$ cat src/hold_arb_consts.svh
// holds the bit layout, reset values and counts of the hold arbiter
// assumes it is included by its bare name before any use of its macros
`ifndef HOLD_ARB_CONSTS_SVH
`define HOLD_ARB_CONSTS_SVH
// width of the synchronised pin vector
`define SYNC_W 23
// bit positions inside the synchronised pin vector
`define B_HOLD_REQ 0
`define B_CPU_GRANT 1
`define B_BYTE_STB 2
`define B_WORD_STB 3
`define B_BYTE_EN_N 4
`define B_WORD_EN_N 5
`define B_DATA_LO 6
`define B_DATA_HI 13
`define B_CH_READY 14
`define B_ZERO_WAIT_N 15
`define B_IO_WIDE_N 16
`define B_ADDR0 17
`define B_MEM_WIDE_N 18
`define B_AT_IO_READ_N_N 19
`define B_AT_IO_WRITE_N_N 20
`define B_MRD_N 21
`define B_MWR_N 22
// reset value: every active-low pin and channel ready idle high, the rest low
`define SYNC_RST 23'h7DC030
// wait states of a plain AT cycle; channel ready low holds the count at any point
`define AT_DEFAULT_WAITS 3'h4
// address bit 20 is masked from reset
`define A20_MASK_RST 1'b0
// captured DMA address after reset
`define DMA_ADDR_RST 9'h000
`endif

$ cat src/hold_arb_pkg.sv
// holds the types shared by the hold arbiter and its pin synchroniser
// assumes hold_arb_consts.svh is on the include path
`include "hold_arb_consts.svh"
package hold_arb_pkg;
  // arbitration states, one-hot
  typedef enum logic [2:0] {
    ARB_IDLE  = 3'b001,
    ARB_REQ   = 3'b010,
    ARB_GRANT = 3'b100
  } arb_state_t;
  // vector of synchronised pin inputs
  typedef logic [`SYNC_W-1:0] sync_vec_t;
endpackage

$ cat src/sync_bus_if.sv
// holds the carrier between the pin synchroniser and the arbiter
// assumes hold_arb_pkg is compiled first
`timescale 1ns/1ps
interface sync_bus_if;
  hold_arb_pkg::sync_vec_t raw;     // pin levels straight from the pads
  hold_arb_pkg::sync_vec_t stable;  // levels once two late stages agree
  modport sync (input raw, output stable);
  modport user (output raw, input stable);
endinterface

$ cat src/hold_arbiter.sv
// holds the bus hold arbiter: hand-off to DMA or master, DMA address
// latch, AT pin turnaround and AT cycle wait-state control
// assumes REF_CLK at 25 MHz, synchronous active-low RST_B, and that the
// pads resolve each two-way pin from its _O and _OE signals
//
// How it works
// peripheral hold request starts arbitration
// pending request raises CPU hold request
// CPU floats buses before granting hold
// CPU grant means CPU released bus
// peripheral grant answers the hold request
// byte strobe latches data onto A15..A8
// word strobe latches data onto A16..A9
// byte enable low marks 8-bit DMA
// word enable low marks 16-bit DMA
// address bit 0 released in master/8-bit DMA
// channel ready low inserts wait states
// slow target pulls ready low promptly
// zero wait ends cycle without more waits
// wide I/O slave input marks 16-bit target
// wide memory slave driven on local hits in master cycles
// I/O read strobe turns around in hold
// drive address bit 20 mask to CPU
// snoop status lines driven during hold
// other AT strobes turn around in hold
// grant waits for CPU; drop on release
// hold, grant, address idle after reset
`timescale 1ns/1ps
`include "hold_arb_consts.svh"
module hold_arbiter (
  input  wire logic       REF_CLK,
  input  wire logic       RST_B,
  input  wire logic       DMA_HOLD_REQUEST,       // from peripheral controller
  input  wire logic       CPU_BUS_GRANT,          // from CPU
  output logic            CPU_HOLD_REQUEST,       // to CPU
  output logic            PERIPHERAL_BUS_GRANT,   // to peripheral controller
  input  wire logic       BYTE_DMA_ADDR_STROBE,
  input  wire logic       WORD_DMA_ADDR_STROBE,
  input  wire logic       BYTE_DMA_ADDR_ENABLE_N,
  input  wire logic       WORD_DMA_ADDR_ENABLE_N,
  input  wire logic [7:0] LOCAL_PERIPH_DATA_LOW,
  output logic [8:0]      DMA_ADDR_O,             // A16..A8
  output logic            DMA_ADDR_OE,
  output logic            DMA8_CYCLE,
  output logic            DMA16_CYCLE,
  output logic            MASTER_CYCLE,
  input  wire logic       CPU_ADDR_BIT0,          // own address bit 0
  input  wire logic       SYS_ADDR_BIT0_I,
  output logic            SYS_ADDR_BIT0_O,
  output logic            SYS_ADDR_BIT0_OE,
  output logic            SAMPLED_ADDR_BIT0,
  input  wire logic       CHANNEL_READY,
  input  wire logic       ZERO_WAIT_N,
  input  wire logic       AT_CYCLE_START,         // pulse from AT sequencer
  output logic            AT_CYCLE_DONE,
  output logic            AT_CYCLE_BUSY,
  input  wire logic       IO_WIDE_SLAVE_N,
  output logic            IO_WIDE_ACTIVE,
  input  wire logic       LOCAL_MEM_HIT,          // master hits local memory
  input  wire logic       MEM_WIDE_SLAVE_N_I,
  output logic            MEM_WIDE_SLAVE_N_O,
  output logic            MEM_WIDE_SLAVE_N_OE,
  output logic            MEM_WIDE_ACTIVE,
  input  wire logic [3:0] CPU_AT_STROBES_N,       // at_io_read_n, at_io_write_n, mrd, mwr
  input  wire logic [3:0] AT_STROBES_N_I,
  output logic [3:0]      AT_STROBES_N_O,
  output logic            AT_STROBES_N_OE,
  output logic [3:0]      DMA_STROBES_N,          // sampled in hold
  input  wire logic       A20_GATE,               // 1 lets A20 pass
  output logic            ADDR20_MASK_N,
  output logic            CPU_ADDR_STATUS_N_O,
  output logic            CPU_MEM_OR_IO_N_O,
  output logic            CPU_WRITE_READ_N_O,
  output logic            SNOOP_OE
);
  sync_bus_if sb ();                  // synchronised pin levels
  hold_arb_pkg::arb_state_t state;    // arbitration state
  hold_arb_pkg::arb_state_t next_state;
  logic       hold_req;               // synchronised hold request
  logic       cpu_grant;              // synchronised CPU grant
  logic       in_grant;               // bus handed to peripheral
  logic       dma8;                   // 8-bit DMA decode
  logic       dma16;                  // 16-bit DMA decode
  logic       master;                 // master cycle decode
  logic       mem_cmd;                // any memory strobe low in hold
  logic       mem_cmd_prev;           // last cycle's memory strobe
  logic [2:0] wait_count;             // default waits still to run

  // pins in sb.raw pass the three-stage synchroniser; LOCAL_MEM_HIT, A20_GATE, CPU_ADDR_BIT0 and CPU_AT_STROBES_N do not
  // strobes keep their port order: io read lands on the lowest strobe bit
  assign sb.raw = {AT_STROBES_N_I, MEM_WIDE_SLAVE_N_I, SYS_ADDR_BIT0_I,
                   IO_WIDE_SLAVE_N, ZERO_WAIT_N, CHANNEL_READY,
                   LOCAL_PERIPH_DATA_LOW, WORD_DMA_ADDR_ENABLE_N,
                   BYTE_DMA_ADDR_ENABLE_N, WORD_DMA_ADDR_STROBE,
                   BYTE_DMA_ADDR_STROBE, CPU_BUS_GRANT, DMA_HOLD_REQUEST};

  pin_sync u_sync (
    .clk   (REF_CLK),
    .rst_b (RST_B),
    .bus   (sb)
  );

  assign hold_req  = sb.stable[`B_HOLD_REQ];
  assign cpu_grant = sb.stable[`B_CPU_GRANT];
  assign in_grant  = (state == hold_arb_pkg::ARB_GRANT);
  assign dma8      = in_grant && !sb.stable[`B_BYTE_EN_N];
  assign dma16     = in_grant && !sb.stable[`B_WORD_EN_N];
  assign master    = in_grant && sb.stable[`B_BYTE_EN_N] && sb.stable[`B_WORD_EN_N];
  assign mem_cmd   = in_grant && (!sb.stable[`B_MRD_N] || !sb.stable[`B_MWR_N]);

  // next arbitration state; the CPU floats its pins before granting,
  // so the grant is the only safe point to hand the bus over
  always_comb
  begin
    next_state = state;
    case (state)
      hold_arb_pkg::ARB_IDLE:
        if (hold_req)
          next_state = hold_arb_pkg::ARB_REQ;
      hold_arb_pkg::ARB_REQ:
        if (!hold_req)
          next_state = hold_arb_pkg::ARB_IDLE;
        else if (cpu_grant)
          next_state = hold_arb_pkg::ARB_GRANT;
      hold_arb_pkg::ARB_GRANT:
        if (!hold_req)
          next_state = hold_arb_pkg::ARB_IDLE;
        else if (!cpu_grant)
          next_state = hold_arb_pkg::ARB_REQ;      // CPU took the bus back
      default:
        next_state = hold_arb_pkg::ARB_IDLE;
    endcase
  end

  // arbitration state and the two handshake outputs
  always_ff @(posedge REF_CLK)
  begin
    if (!RST_B)
    begin
      state                <= hold_arb_pkg::ARB_IDLE;
      CPU_HOLD_REQUEST     <= 1'b0;
      PERIPHERAL_BUS_GRANT <= 1'b0;
    end
    else
    begin
      state                <= next_state;
      CPU_HOLD_REQUEST     <= (next_state != hold_arb_pkg::ARB_IDLE);
      PERIPHERAL_BUS_GRANT <= (next_state == hold_arb_pkg::ARB_GRANT);
    end
  end

  // cycle type decode, shown for the AT sequencer
  always_ff @(posedge REF_CLK)
  begin
    if (!RST_B)
    begin
      DMA8_CYCLE   <= 1'b0;
      DMA16_CYCLE  <= 1'b0;
      MASTER_CYCLE <= 1'b0;
    end
    else
    begin
      DMA8_CYCLE   <= dma8;
      DMA16_CYCLE  <= dma16;
      MASTER_CYCLE <= master;
    end
  end

  // DMA upper address latch: transparent while a strobe stands high;
  // byte mode leaves A16 low, word mode leaves A8 low
  always_ff @(posedge REF_CLK)
  begin
    if (!RST_B)
    begin
      DMA_ADDR_O  <= `DMA_ADDR_RST;
      DMA_ADDR_OE <= 1'b0;
    end
    else
    begin
      if (sb.stable[`B_BYTE_STB])
        DMA_ADDR_O <= {1'b0, sb.stable[`B_DATA_HI:`B_DATA_LO]};
      else if (sb.stable[`B_WORD_STB])
        DMA_ADDR_O <= {sb.stable[`B_DATA_HI:`B_DATA_LO], 1'b0};
      DMA_ADDR_OE <= dma8 || dma16;
    end
  end

  // address bit 0: the master or 8-bit DMA controller owns it then
  always_ff @(posedge REF_CLK)
  begin
    if (!RST_B)
    begin
      SYS_ADDR_BIT0_O   <= 1'b0;
      SYS_ADDR_BIT0_OE  <= 1'b1;
      SAMPLED_ADDR_BIT0 <= 1'b0;
    end
    else
    begin
      SYS_ADDR_BIT0_O   <= CPU_ADDR_BIT0;
      SYS_ADDR_BIT0_OE  <= !(master || dma8);
      SAMPLED_ADDR_BIT0 <= sb.stable[`B_ADDR0];
    end
  end

  // AT cycle length: zero wait ends at once, channel ready low stretches
  // without limit, so a stuck target hangs the cycle by design
  always_ff @(posedge REF_CLK)
  begin
    if (!RST_B)
    begin
      AT_CYCLE_BUSY <= 1'b0;
      AT_CYCLE_DONE <= 1'b0;
      wait_count    <= 3'h0;
    end
    else
    begin
      AT_CYCLE_DONE <= 1'b0;
      if (AT_CYCLE_START && !AT_CYCLE_BUSY)
      begin
        AT_CYCLE_BUSY <= 1'b1;
        wait_count    <= `AT_DEFAULT_WAITS;
      end
      else if (AT_CYCLE_BUSY)
      begin
        if (!sb.stable[`B_ZERO_WAIT_N])
        begin
          AT_CYCLE_BUSY <= 1'b0;
          AT_CYCLE_DONE <= 1'b1;
        end
        else if (!sb.stable[`B_CH_READY])
          wait_count <= wait_count;
        else if (wait_count == 3'h0)
        begin
          AT_CYCLE_BUSY <= 1'b0;
          AT_CYCLE_DONE <= 1'b1;
        end
        else
          wait_count <= wait_count - 3'h1;
      end
    end
  end

  // slave width indications and the wide memory slave drive
  always_ff @(posedge REF_CLK)
  begin
    if (!RST_B)
    begin
      IO_WIDE_ACTIVE      <= 1'b0;
      MEM_WIDE_ACTIVE     <= 1'b0;
      MEM_WIDE_SLAVE_N_O  <= 1'b1;
      MEM_WIDE_SLAVE_N_OE <= 1'b0;
    end
    else
    begin
      IO_WIDE_ACTIVE      <= !sb.stable[`B_IO_WIDE_N];
      MEM_WIDE_ACTIVE     <= !sb.stable[`B_MEM_WIDE_N];
      MEM_WIDE_SLAVE_N_O  <= 1'b0;                        // local memory is 16-bit
      MEM_WIDE_SLAVE_N_OE <= master && LOCAL_MEM_HIT;
    end
  end

  // AT command strobes turn around while the peripheral owns the bus
  always_ff @(posedge REF_CLK)
  begin
    if (!RST_B)
    begin
      AT_STROBES_N_O  <= 4'hF;
      AT_STROBES_N_OE <= 1'b1;
      DMA_STROBES_N   <= 4'hF;
    end
    else
    begin
      AT_STROBES_N_O  <= CPU_AT_STROBES_N;
      AT_STROBES_N_OE <= (next_state != hold_arb_pkg::ARB_GRANT);
      DMA_STROBES_N   <= {sb.stable[`B_MWR_N], sb.stable[`B_MRD_N],
                          sb.stable[`B_AT_IO_WRITE_N_N], sb.stable[`B_AT_IO_READ_N_N]};
    end
  end

  // snoop status: one address-status pulse when a memory strobe falls with none low before,
  // so a write straight after a read gets no pulse of its own
  always_ff @(posedge REF_CLK)
  begin
    if (!RST_B)
    begin
      mem_cmd_prev        <= 1'b0;
      SNOOP_OE            <= 1'b0;
      CPU_ADDR_STATUS_N_O <= 1'b1;
      CPU_MEM_OR_IO_N_O   <= 1'b1;
      CPU_WRITE_READ_N_O  <= 1'b0;
    end
    else
    begin
      mem_cmd_prev        <= mem_cmd;
      SNOOP_OE            <= in_grant;
      CPU_ADDR_STATUS_N_O <= !(mem_cmd && !mem_cmd_prev);
      CPU_MEM_OR_IO_N_O   <= mem_cmd;
      CPU_WRITE_READ_N_O  <= in_grant && !sb.stable[`B_MWR_N];
    end
  end

  // address bit 20 mask follows the gate control
  always_ff @(posedge REF_CLK)
  begin
    if (!RST_B)
      ADDR20_MASK_N <= `A20_MASK_RST;
    else
      ADDR20_MASK_N <= A20_GATE;
  end

  chk_hold_on_req: assert property (@(posedge REF_CLK) disable iff (!RST_B)
    (state == hold_arb_pkg::ARB_IDLE && hold_req) |=> CPU_HOLD_REQUEST)
    else $error("hold request not raised");
  chk_grant_needs_cpu: assert property (@(posedge REF_CLK) disable iff (!RST_B)
    $rose(PERIPHERAL_BUS_GRANT) |-> $past(cpu_grant) && $past(hold_req))
    else $error("peripheral grant without cpu grant");
  chk_release_on_drop: assert property (@(posedge REF_CLK) disable iff (!RST_B)
    (state != hold_arb_pkg::ARB_IDLE && !hold_req) |=> !CPU_HOLD_REQUEST && !PERIPHERAL_BUS_GRANT)
    else $error("hold not released");
  chk_grant_answer: assert property (@(posedge REF_CLK) disable iff (!RST_B)
    (state == hold_arb_pkg::ARB_REQ && hold_req && cpu_grant) |=> PERIPHERAL_BUS_GRANT)
    else $error("grant not passed on");
  chk_byte_addr: assert property (@(posedge REF_CLK) disable iff (!RST_B)
    sb.stable[`B_BYTE_STB] |=> DMA_ADDR_O == {1'b0, $past(sb.stable[`B_DATA_HI:`B_DATA_LO])})
    else $error("byte dma address wrong");
  chk_word_addr: assert property (@(posedge REF_CLK) disable iff (!RST_B)
    (!sb.stable[`B_BYTE_STB] && sb.stable[`B_WORD_STB])
      |=> DMA_ADDR_O == {$past(sb.stable[`B_DATA_HI:`B_DATA_LO]), 1'b0})
    else $error("word dma address wrong");
  chk_addr0_release: assert property (@(posedge REF_CLK) disable iff (!RST_B)
    (dma8 || master) |=> !SYS_ADDR_BIT0_OE)
    else $error("address bit 0 still driven");
  chk_strobe_turn: assert property (@(posedge REF_CLK) disable iff (!RST_B)
    PERIPHERAL_BUS_GRANT |-> !AT_STROBES_N_OE)
    else $error("AT strobes driven in hold");
  chk_wait_extend: assert property (@(posedge REF_CLK) disable iff (!RST_B)
    (AT_CYCLE_BUSY && sb.stable[`B_ZERO_WAIT_N] && !sb.stable[`B_CH_READY])
      |=> AT_CYCLE_BUSY && !AT_CYCLE_DONE)
    else $error("cycle ended while not ready");
  chk_zero_wait: assert property (@(posedge REF_CLK) disable iff (!RST_B)
    (AT_CYCLE_BUSY && !sb.stable[`B_ZERO_WAIT_N]) |=> AT_CYCLE_DONE && !AT_CYCLE_BUSY)
    else $error("zero wait ignored");
  chk_reset_idle: assert property (@(posedge REF_CLK) disable iff (!RST_B)
    !$past(RST_B) |-> !CPU_HOLD_REQUEST && !PERIPHERAL_BUS_GRANT && !DMA_ADDR_OE)
    else $error("not idle after reset");
  chk_a20_mask: assert property (@(posedge REF_CLK) disable iff (!RST_B)
    $past(RST_B) |-> ADDR20_MASK_N == $past(A20_GATE))
    else $error("address 20 mask wrong");
endmodule

$ cat src/pin_sync.sv
// holds the three-stage synchroniser for the pin inputs the arbiter gathers in sb.raw
// assumes one clock and a synchronous active-low reset
`timescale 1ns/1ps
`include "hold_arb_consts.svh"
module pin_sync (
  input wire logic clk,
  input wire logic rst_b,
  sync_bus_if.sync bus
);
  hold_arb_pkg::sync_vec_t s1;  // first stage, read only by s2
  hold_arb_pkg::sync_vec_t s2;  // second stage
  hold_arb_pkg::sync_vec_t s3;  // third stage
  hold_arb_pkg::sync_vec_t st;  // accepted level
  localparam hold_arb_pkg::sync_vec_t RST = `SYNC_RST;

  // one chain per bit; a change counts once stages two and three agree,
  // which filters a single-cycle glitch at the cost of one extra cycle
  for (genvar i = 0; i < `SYNC_W; i++)
  begin : g_bit
    always_ff @(posedge clk)
    begin
      if (!rst_b)
      begin
        s1[i] <= RST[i];
        s2[i] <= RST[i];
        s3[i] <= RST[i];
        st[i] <= RST[i];
      end
      else
      begin
        s1[i] <= bus.raw[i];
        s2[i] <= s1[i];
        s3[i] <= s2[i];
        if (s2[i] == s3[i])
          st[i] <= s3[i];
      end
    end
  end

  assign bus.stable = st;
endmodule

$ cat config.mk
export PLATFORM = sky130hd
export DESIGN_NAME = hold_arbiter
export DESIGN_NICKNAME = d
export VERILOG_FILES = /design/src/hold_arb_pkg.sv /design/src/sync_bus_if.sv /design/src/hold_arbiter.sv /design/src/pin_sync.sv
export VERILOG_INCLUDE_DIRS = /design/src
export SDC_FILE = /design/constraint.sdc
export NUM_CORES = 1
export LEC_CHECK = 0
export BUFFER_PORTS_ARGS = -buffer_cell sky130_fd_sc_hd__buf_4
export CAP_MARGIN = 0
export CORE_MARGIN = 3
export CORE_UTILIZATION = 45
export DETAILED_ROUTE_END_ITERATION = 16
export PLACE_DENSITY_LB_ADDON = 0.08
export SYNTH_ARGS = -nofsm -noshare
export SYNTH_HDL_FRONTEND = slang
export SYNTH_SLANG_ARGS = --single-unit
$ cat constraint.sdc
create_clock -name REF_CLK -period 1.3 [get_ports REF_CLK]
set_clock_uncertainty 0.2 [all_clocks]
set_input_delay 0.13 -clock REF_CLK [delete_from_list [all_inputs] [get_ports REF_CLK]]
set_output_delay 0.13 -clock REF_CLK [all_outputs]
set_load 0.02 [all_outputs]
== Word-level counts from Yosys, hierarchy flattened ==
Index checks and enable logic that the tools add are counted.

* Add/sub/neg operators: 1
* Multipliers: 0
* Divide/modulo/power cells: 0
* Order comparisons: 0
* Eq/ne operators: 30
* Shifts and indexed selects: 0
* Mux-type cells: 22
* Bitwise gates (word level): 3
* Reductions and logical operators: 32

{| class="wikitable"
|+ Operators by type and width
! operator !! number
|-
| 3-bit two-way mux || 10
|-
| 1-bit == test || 23
|-
| 8-bit two-way mux || 2
|-
| 1-bit zero test || 10
|-
| 1-bit logical AND || 9
|-
| 1-bit two-way mux || 9
|-
| 3-bit case mux with 3 select lines || 1
|-
| 4-bit AND reduction || 2
|-
| 2-bit nonzero test || 4
|-
| 3-bit == test, second input constant || 2
|-
| 2-bit OR reduction || 2
|-
| 3-bit by 1-bit == test with 1-bit output, second input constant || 1
|-
| 3-bit by 2-bit == test with 1-bit output, second input constant || 1
|-
| 3-bit zero test || 1
|-
| 1-bit logical OR || 3
|-
| 3-bit by 1-bit inequality test with 1-bit output, second input constant || 1
|-
| 3-bit inequality test, second input constant || 1
|-
| 1-bit inverter || 3
|-
| 3-bit OR reduction || 1
|-
| 3-bit by 1-bit subtractor with 3-bit output, second input constant || 1
|-
| 2-bit inequality test, second input constant || 1
|}

* Bits in registers: 137
* Latch bits: 0
* Memory bits (writable): 0
* ROM bits: 0
* Output and inout bits: 38
* Word-level logic and storage cells: 209
* Memories: 0

== Depth between registers and ports, before layout ==
* Word-level depth: 6
* Mapped depth: 5
* Gate-level depth less buffers: 5

== By module ==
A second synthesis with hierarchy kept.

* Cell total of the unflattened synthesis: 378
* Area, all modules: 4281.6 um^2

{| class="wikitable"
|+ By module, submodules not included
! module !! instances !! cells an instance !! area each (um^2)
|-
| pin_sync || 1 || 240 || 2738.9
|-
| hold_arbiter || 1 || 138 || 1542.7
|}

== Worst setup path before layout ==
Ideal clock, no wire load.

* Path kind: flip-flop to flip-flop
* Start: register u_sync.st[3], in the netlist u_sync.bus.stable[3]
* End: register DMA_ADDR_O[7]
* Setup time: 0.117 ns
* Arrival: 0.967 ns
* Data required time: 0.983 ns
* Path slack: 0.016 ns
* Cell stages (with the launch flop): 5
* Buffers on the path: 1
* Clock period less this slack: 1.284 ns
* Path through: dfxtp_1 -> buf_2 -> mux2_2 -> mux2i_1 -> nor2_1

* Word-level cells in the longest chain between the ends: 1

{| class="wikitable"
|+ RTL lines
! item !! RTL line !! RTL
|-
| start: declaration || pin_sync.sv:13 || <nowiki>hold_arb_pkg::sync_vec_t st;</nowiki>
|-
| start signal: indexed assignment || pin_sync.sv:27 || <nowiki>st[i] <= RST[i];</nowiki>
|-
| start signal: indexed assignment || pin_sync.sv:35 || <nowiki>st[i] <= s3[i];</nowiki>
|-
| 2-bit nonzero test (no line) || n/a ||
|-
| end signal: assignment || hold_arbiter.sv:175 || <nowiki>DMA_ADDR_O <= `DMA_ADDR_RST;</nowiki>
|-
| end signal: assignment || hold_arbiter.sv:181 || <nowiki>DMA_ADDR_O <= {1'b0, sb.stable[`B_DATA_HI:`B_DATA_LO]};</nowiki>
|-
| end signal: assignment || hold_arbiter.sv:183 || <nowiki>DMA_ADDR_O <= {sb.stable[`B_DATA_HI:`B_DATA_LO], 1'b0};</nowiki>
|-
| end: declaration || hold_arbiter.sv:42 || <nowiki>output logic [8:0] DMA_ADDR_O,</nowiki>
|}

Every way passes these cells.
A chain may end at the register's enable or synchronous reset.

== Worst setup path after layout ==
* Start: input port BYTE_DMA_ADDR_STROBE
* End: register u_sync.s1[2]

{| class="wikitable"
|+ RTL lines
! item !! RTL line !! RTL
|-
| start: declaration || hold_arbiter.sv:37 || <nowiki>input wire logic BYTE_DMA_ADDR_STROBE,</nowiki>
|-
| end signal: indexed assignment || pin_sync.sv:24 || <nowiki>s1[i] <= RST[i];</nowiki>
|-
| end signal: indexed assignment || pin_sync.sv:31 || <nowiki>s1[i] <= bus.raw[i];</nowiki>
|-
| end: declaration || pin_sync.sv:10 || <nowiki>hold_arb_pkg::sync_vec_t s1;</nowiki>
|}

No word-level cell between the ends.

==> results by group <==
Power
  • Clock power share: 0.499
  • Worst vdd ir: 1100 uV
  • Sequential Power Share: 0.452
  • Leakage: 2.59 nW
  • Power Density: approximately 1500 nW/um^2
  • Pint: 7.66 mW
  • NetSw: 1.99 mW
  • Comb pwr share: 0.050
  • Switching Fraction: 0.206

Critical path
  • Crit Path Category: primary input to flip-flop
  • Critical-path maximum fanout: 1
  • CP endpoint kind: flip-flop
  • CP Launch Point: BYTE_DMA_ADDR_STROBE
  • Critical path arrival: 1.50 ns
  • Worst path bufs/invs: 3
  • Worst-path cell chain: dlygate4sd3_1, buf_4, and2_1, dlygate4sd3_1
  • Crit-path max cell delay: 0.56 ns
  • CP required: approximately 1.5 ns
  • Worst reg2reg path startpoint: state[1]$_SDFF_PN0_
  • Crit-path leading delay family: buffers and inverters
  • Top cell by count, worst path: dlygate4sd3_1
  • Startpoint types: primary input
  • Crit path max-delay cell type: dlygate4sd3_1

Drt
  • DR WL/cell: 11.9 um
  • Iteration-0 DRC Markers: 92
  • 1st-pass router iterations: 4
  • # DRC: 0
  • DR vias: 2959
  • Via density per instance: between 4 and 5
  • Wirelength, routed: 7650 um
  • DRT antenna net count: 0

GRT
  • Pin count of the biggest net entering global routing: 69
  • First-pass GRT wire length: 12800 um
  • Grt total ovfl: 0
  • Gr usage total: 0.159
  • Initial antenna violation count: 0
  • Number of global-route vias before repair: 2937

Clocking
  • CTS root buf: clkbuf_8
  • H-tree depth: 4
  • TritonCTS buffer count: 17
  • CTS clk-pin slew, worst paths: 0.06 ns
  • Clk buf depth: 2
  • CTS Sinks: 137
  • Clock Latency Late Sink: slightly above 0.5 ns
  • CTS tree: yes

Logic synthesis
  • Syn_nets: a little over 400
  • Ys Warns: 0
  • Synth area leaders: dfxtp_1, and2_1, nand2b_1
  • Leading area contributor after synthesis: dfxtp_1
  • Proportion of netlist area held by the largest area contributor: 0.660
  • Post-synth EDFFs: 0
  • Most frequent cell after synthesis: dfxtp_1
  • Synth Cell Area: ~4200 um^2
  • Cell count after synthesis: 378
  • Mean Syn Cell Area: 11.0 um^2
  • Yosys reg bits: 137
  • Synth cell count leaders: dfxtp_1, and2_1, nand2b_1, a21oi_1
  • Async set or reset register ratio after synthesis: 0
  • Seq/Total Area, Yosys: 0.660
  • Main synth FF type: dfxtp_1
  • Yosys cell types: 28

STA
  • Final-report setup violation count: 2
  • Final period utilization: 1.01
  • Max-slew headroom: 0.697
  • Final Hold Viols: 49
  • WHS: -0.324 ns
  • Final Max Tran Viols: 0
  • Peak Freq: approximately 760 MHz
  • Final WS setup: -0.00992 ns
  • Fin crit period: approximately 1.3 ns
  • RSZ-0062 raised after global routing: true
  • Worst Max-Slew Pin Slew: 0.454 ns

Placed design
  • Gpl congestion: 0.729
  • HPWL after detailed placement: 4090 um
  • PortBufs: 70
  • Placed instance count: around 550

Cells and area
  • Layout Area Growth over Synthesis: 52.5%
  • Cell Count, Final, Fillers Out: 645
  • Fin nets: 559
  • Share of cells above drive strength 1: 0.337
  • Ant diodes: 0

Flow run
  • Max cap viols: 0

Floorplan
  • Die ar.: 10400 um^2
  • Die H: a little over 100 um
  • Chip width: 102 um
  • Starting Density: 0.469
  • Top-Level Pins: 71
  • Placeable Area: 8850 um^2
  • Cell Rows: 34

Status
  • Status: finished with violations
  • Failing checks: negative hold slack, negative setup slack

Hold path
  • Hold crit path type: primary input to flip-flop
  • Hold path start: RST_B
-- logic make-up after synthesis --
group | synth area share
simple gates | 0.198
flops | 0.660
compound gates | 0.0672
buf+inv | 0.0238
mux | 0.0431
fa+ha+maj | 0.00602
xor+xnor | 0.00211
-- per-stage QoR --
stage / utilization / cell area [um^2] / setup TNS (ns) / power [mW] / setup WS [ns]
2_1_floorplan: - / 4150 / 0 / 4.61 / 0.0163
3_3_place_gp: 0.544 / 4820 / 0 / 4.75 / 0.0279
3_5_place_dp: 0.544 / 4820 / -0.0164 / 4.75 / -0.0164
4_1_cts: 0.721 / 6380 / -0.135 / 9.75 / -0.0236
5_1_grt: 0.716 / 6330 / -0.791 / 10.0 / -0.0485
6_report: 0.716 / 6330 / -0.0153 / 9.65 / -0.00992
-- registers in the layout, summed over array words and instances (netlist names), 3 cells and up --
name and flops:
u_sync.s2 23, DMA_ADDR_O 9, state 3, DMA_STROBES_N 4, AT_STROBES_N_O 4, u_sync.bus.stable 23, u_sync.s3 23, u_sync.s1 23
wait_count 3
-- layer usage --
layer | vias up | GRT usage | wire length [um]
li1 | 1522 | - | -
met4 | 0 | 0.0666 | 83
met1 | 1369 | 0.182 | 3510
met3 | 8 | 0.0621 | 306
met2 | 60 | 0.265 | 3750
met5 | - | 0 | 0
-- placed cells by master, fill, tap and decap left out, drive strengths merged --
cell,count
buf,84
xor2,1
and3,3
nand4bb,1
nor3b,2
mux2,7
or2,1
clkbuf,19
and4bb,2
bufinv,3
mux2i,10
dfxtp,137
and2,43
ha,2
a21oi,28
dlygate4sd3,57
nor2b,2
clkinv,5
nand3,2
nand2b,42
inv,10
o22ai,1
dlymetal6s4s,1
nor2,25
nand2,17
nor3,2
a211oi,1
o21ai,25
nand4,1
clkinvlp,3
-- power by group through the flow --
stage	logic, mW	clock network, mW	registers (mW)
after global placement	0.306	0	4.44
final	0.479	4.81	4.36
after floorplan	0.149	0	4.46
after global routing	0.533	5.11	4.37
after detailed placement	0.311	0	4.44
after CTS	0.493	4.90	4.36
-- layout make-up --
cell class              instances  area [um^2]
multi-input cells             218         1380
fillers                       644         2510
flip-flops and latches        137         2800
inverters                       8         30.0
repair buffers                142         1390
well taps                     108          135
clock buffers                  19          442
clock inverters                13          166
-- worst paths after layout --
| kind | to | slack, ns | cells past startpoint |
|---|---|---|---|
| setup / recovery | u_sync.s1[2]$_SDFF_PN0_ | -0.01 | 4 |
| hold / removal | u_sync.s3[5]$_SDFF_PN1_ | -0.32 | 2 |
| setup reg to reg | MEM_WIDE_SLAVE_N_OE$_SDFF_PN0_ | 0.02 | 4 |
| hold reg to reg | u_sync.s2[14]$_SDFF_PN1_ | 0.20 | 1 |
-- what timing repair did --
action | 4_1_cts | 5_1_grt
endpoints found under the hold margin | 131 | 52
hold buffers | 75 | 1
pin swaps | 1 | 2
resized for setup | 66 | 34
setup endpoints to repair | 36 | 83
buffers inserted | 3 | 5
No activity file was read; power rests on OpenSTA's default activity.
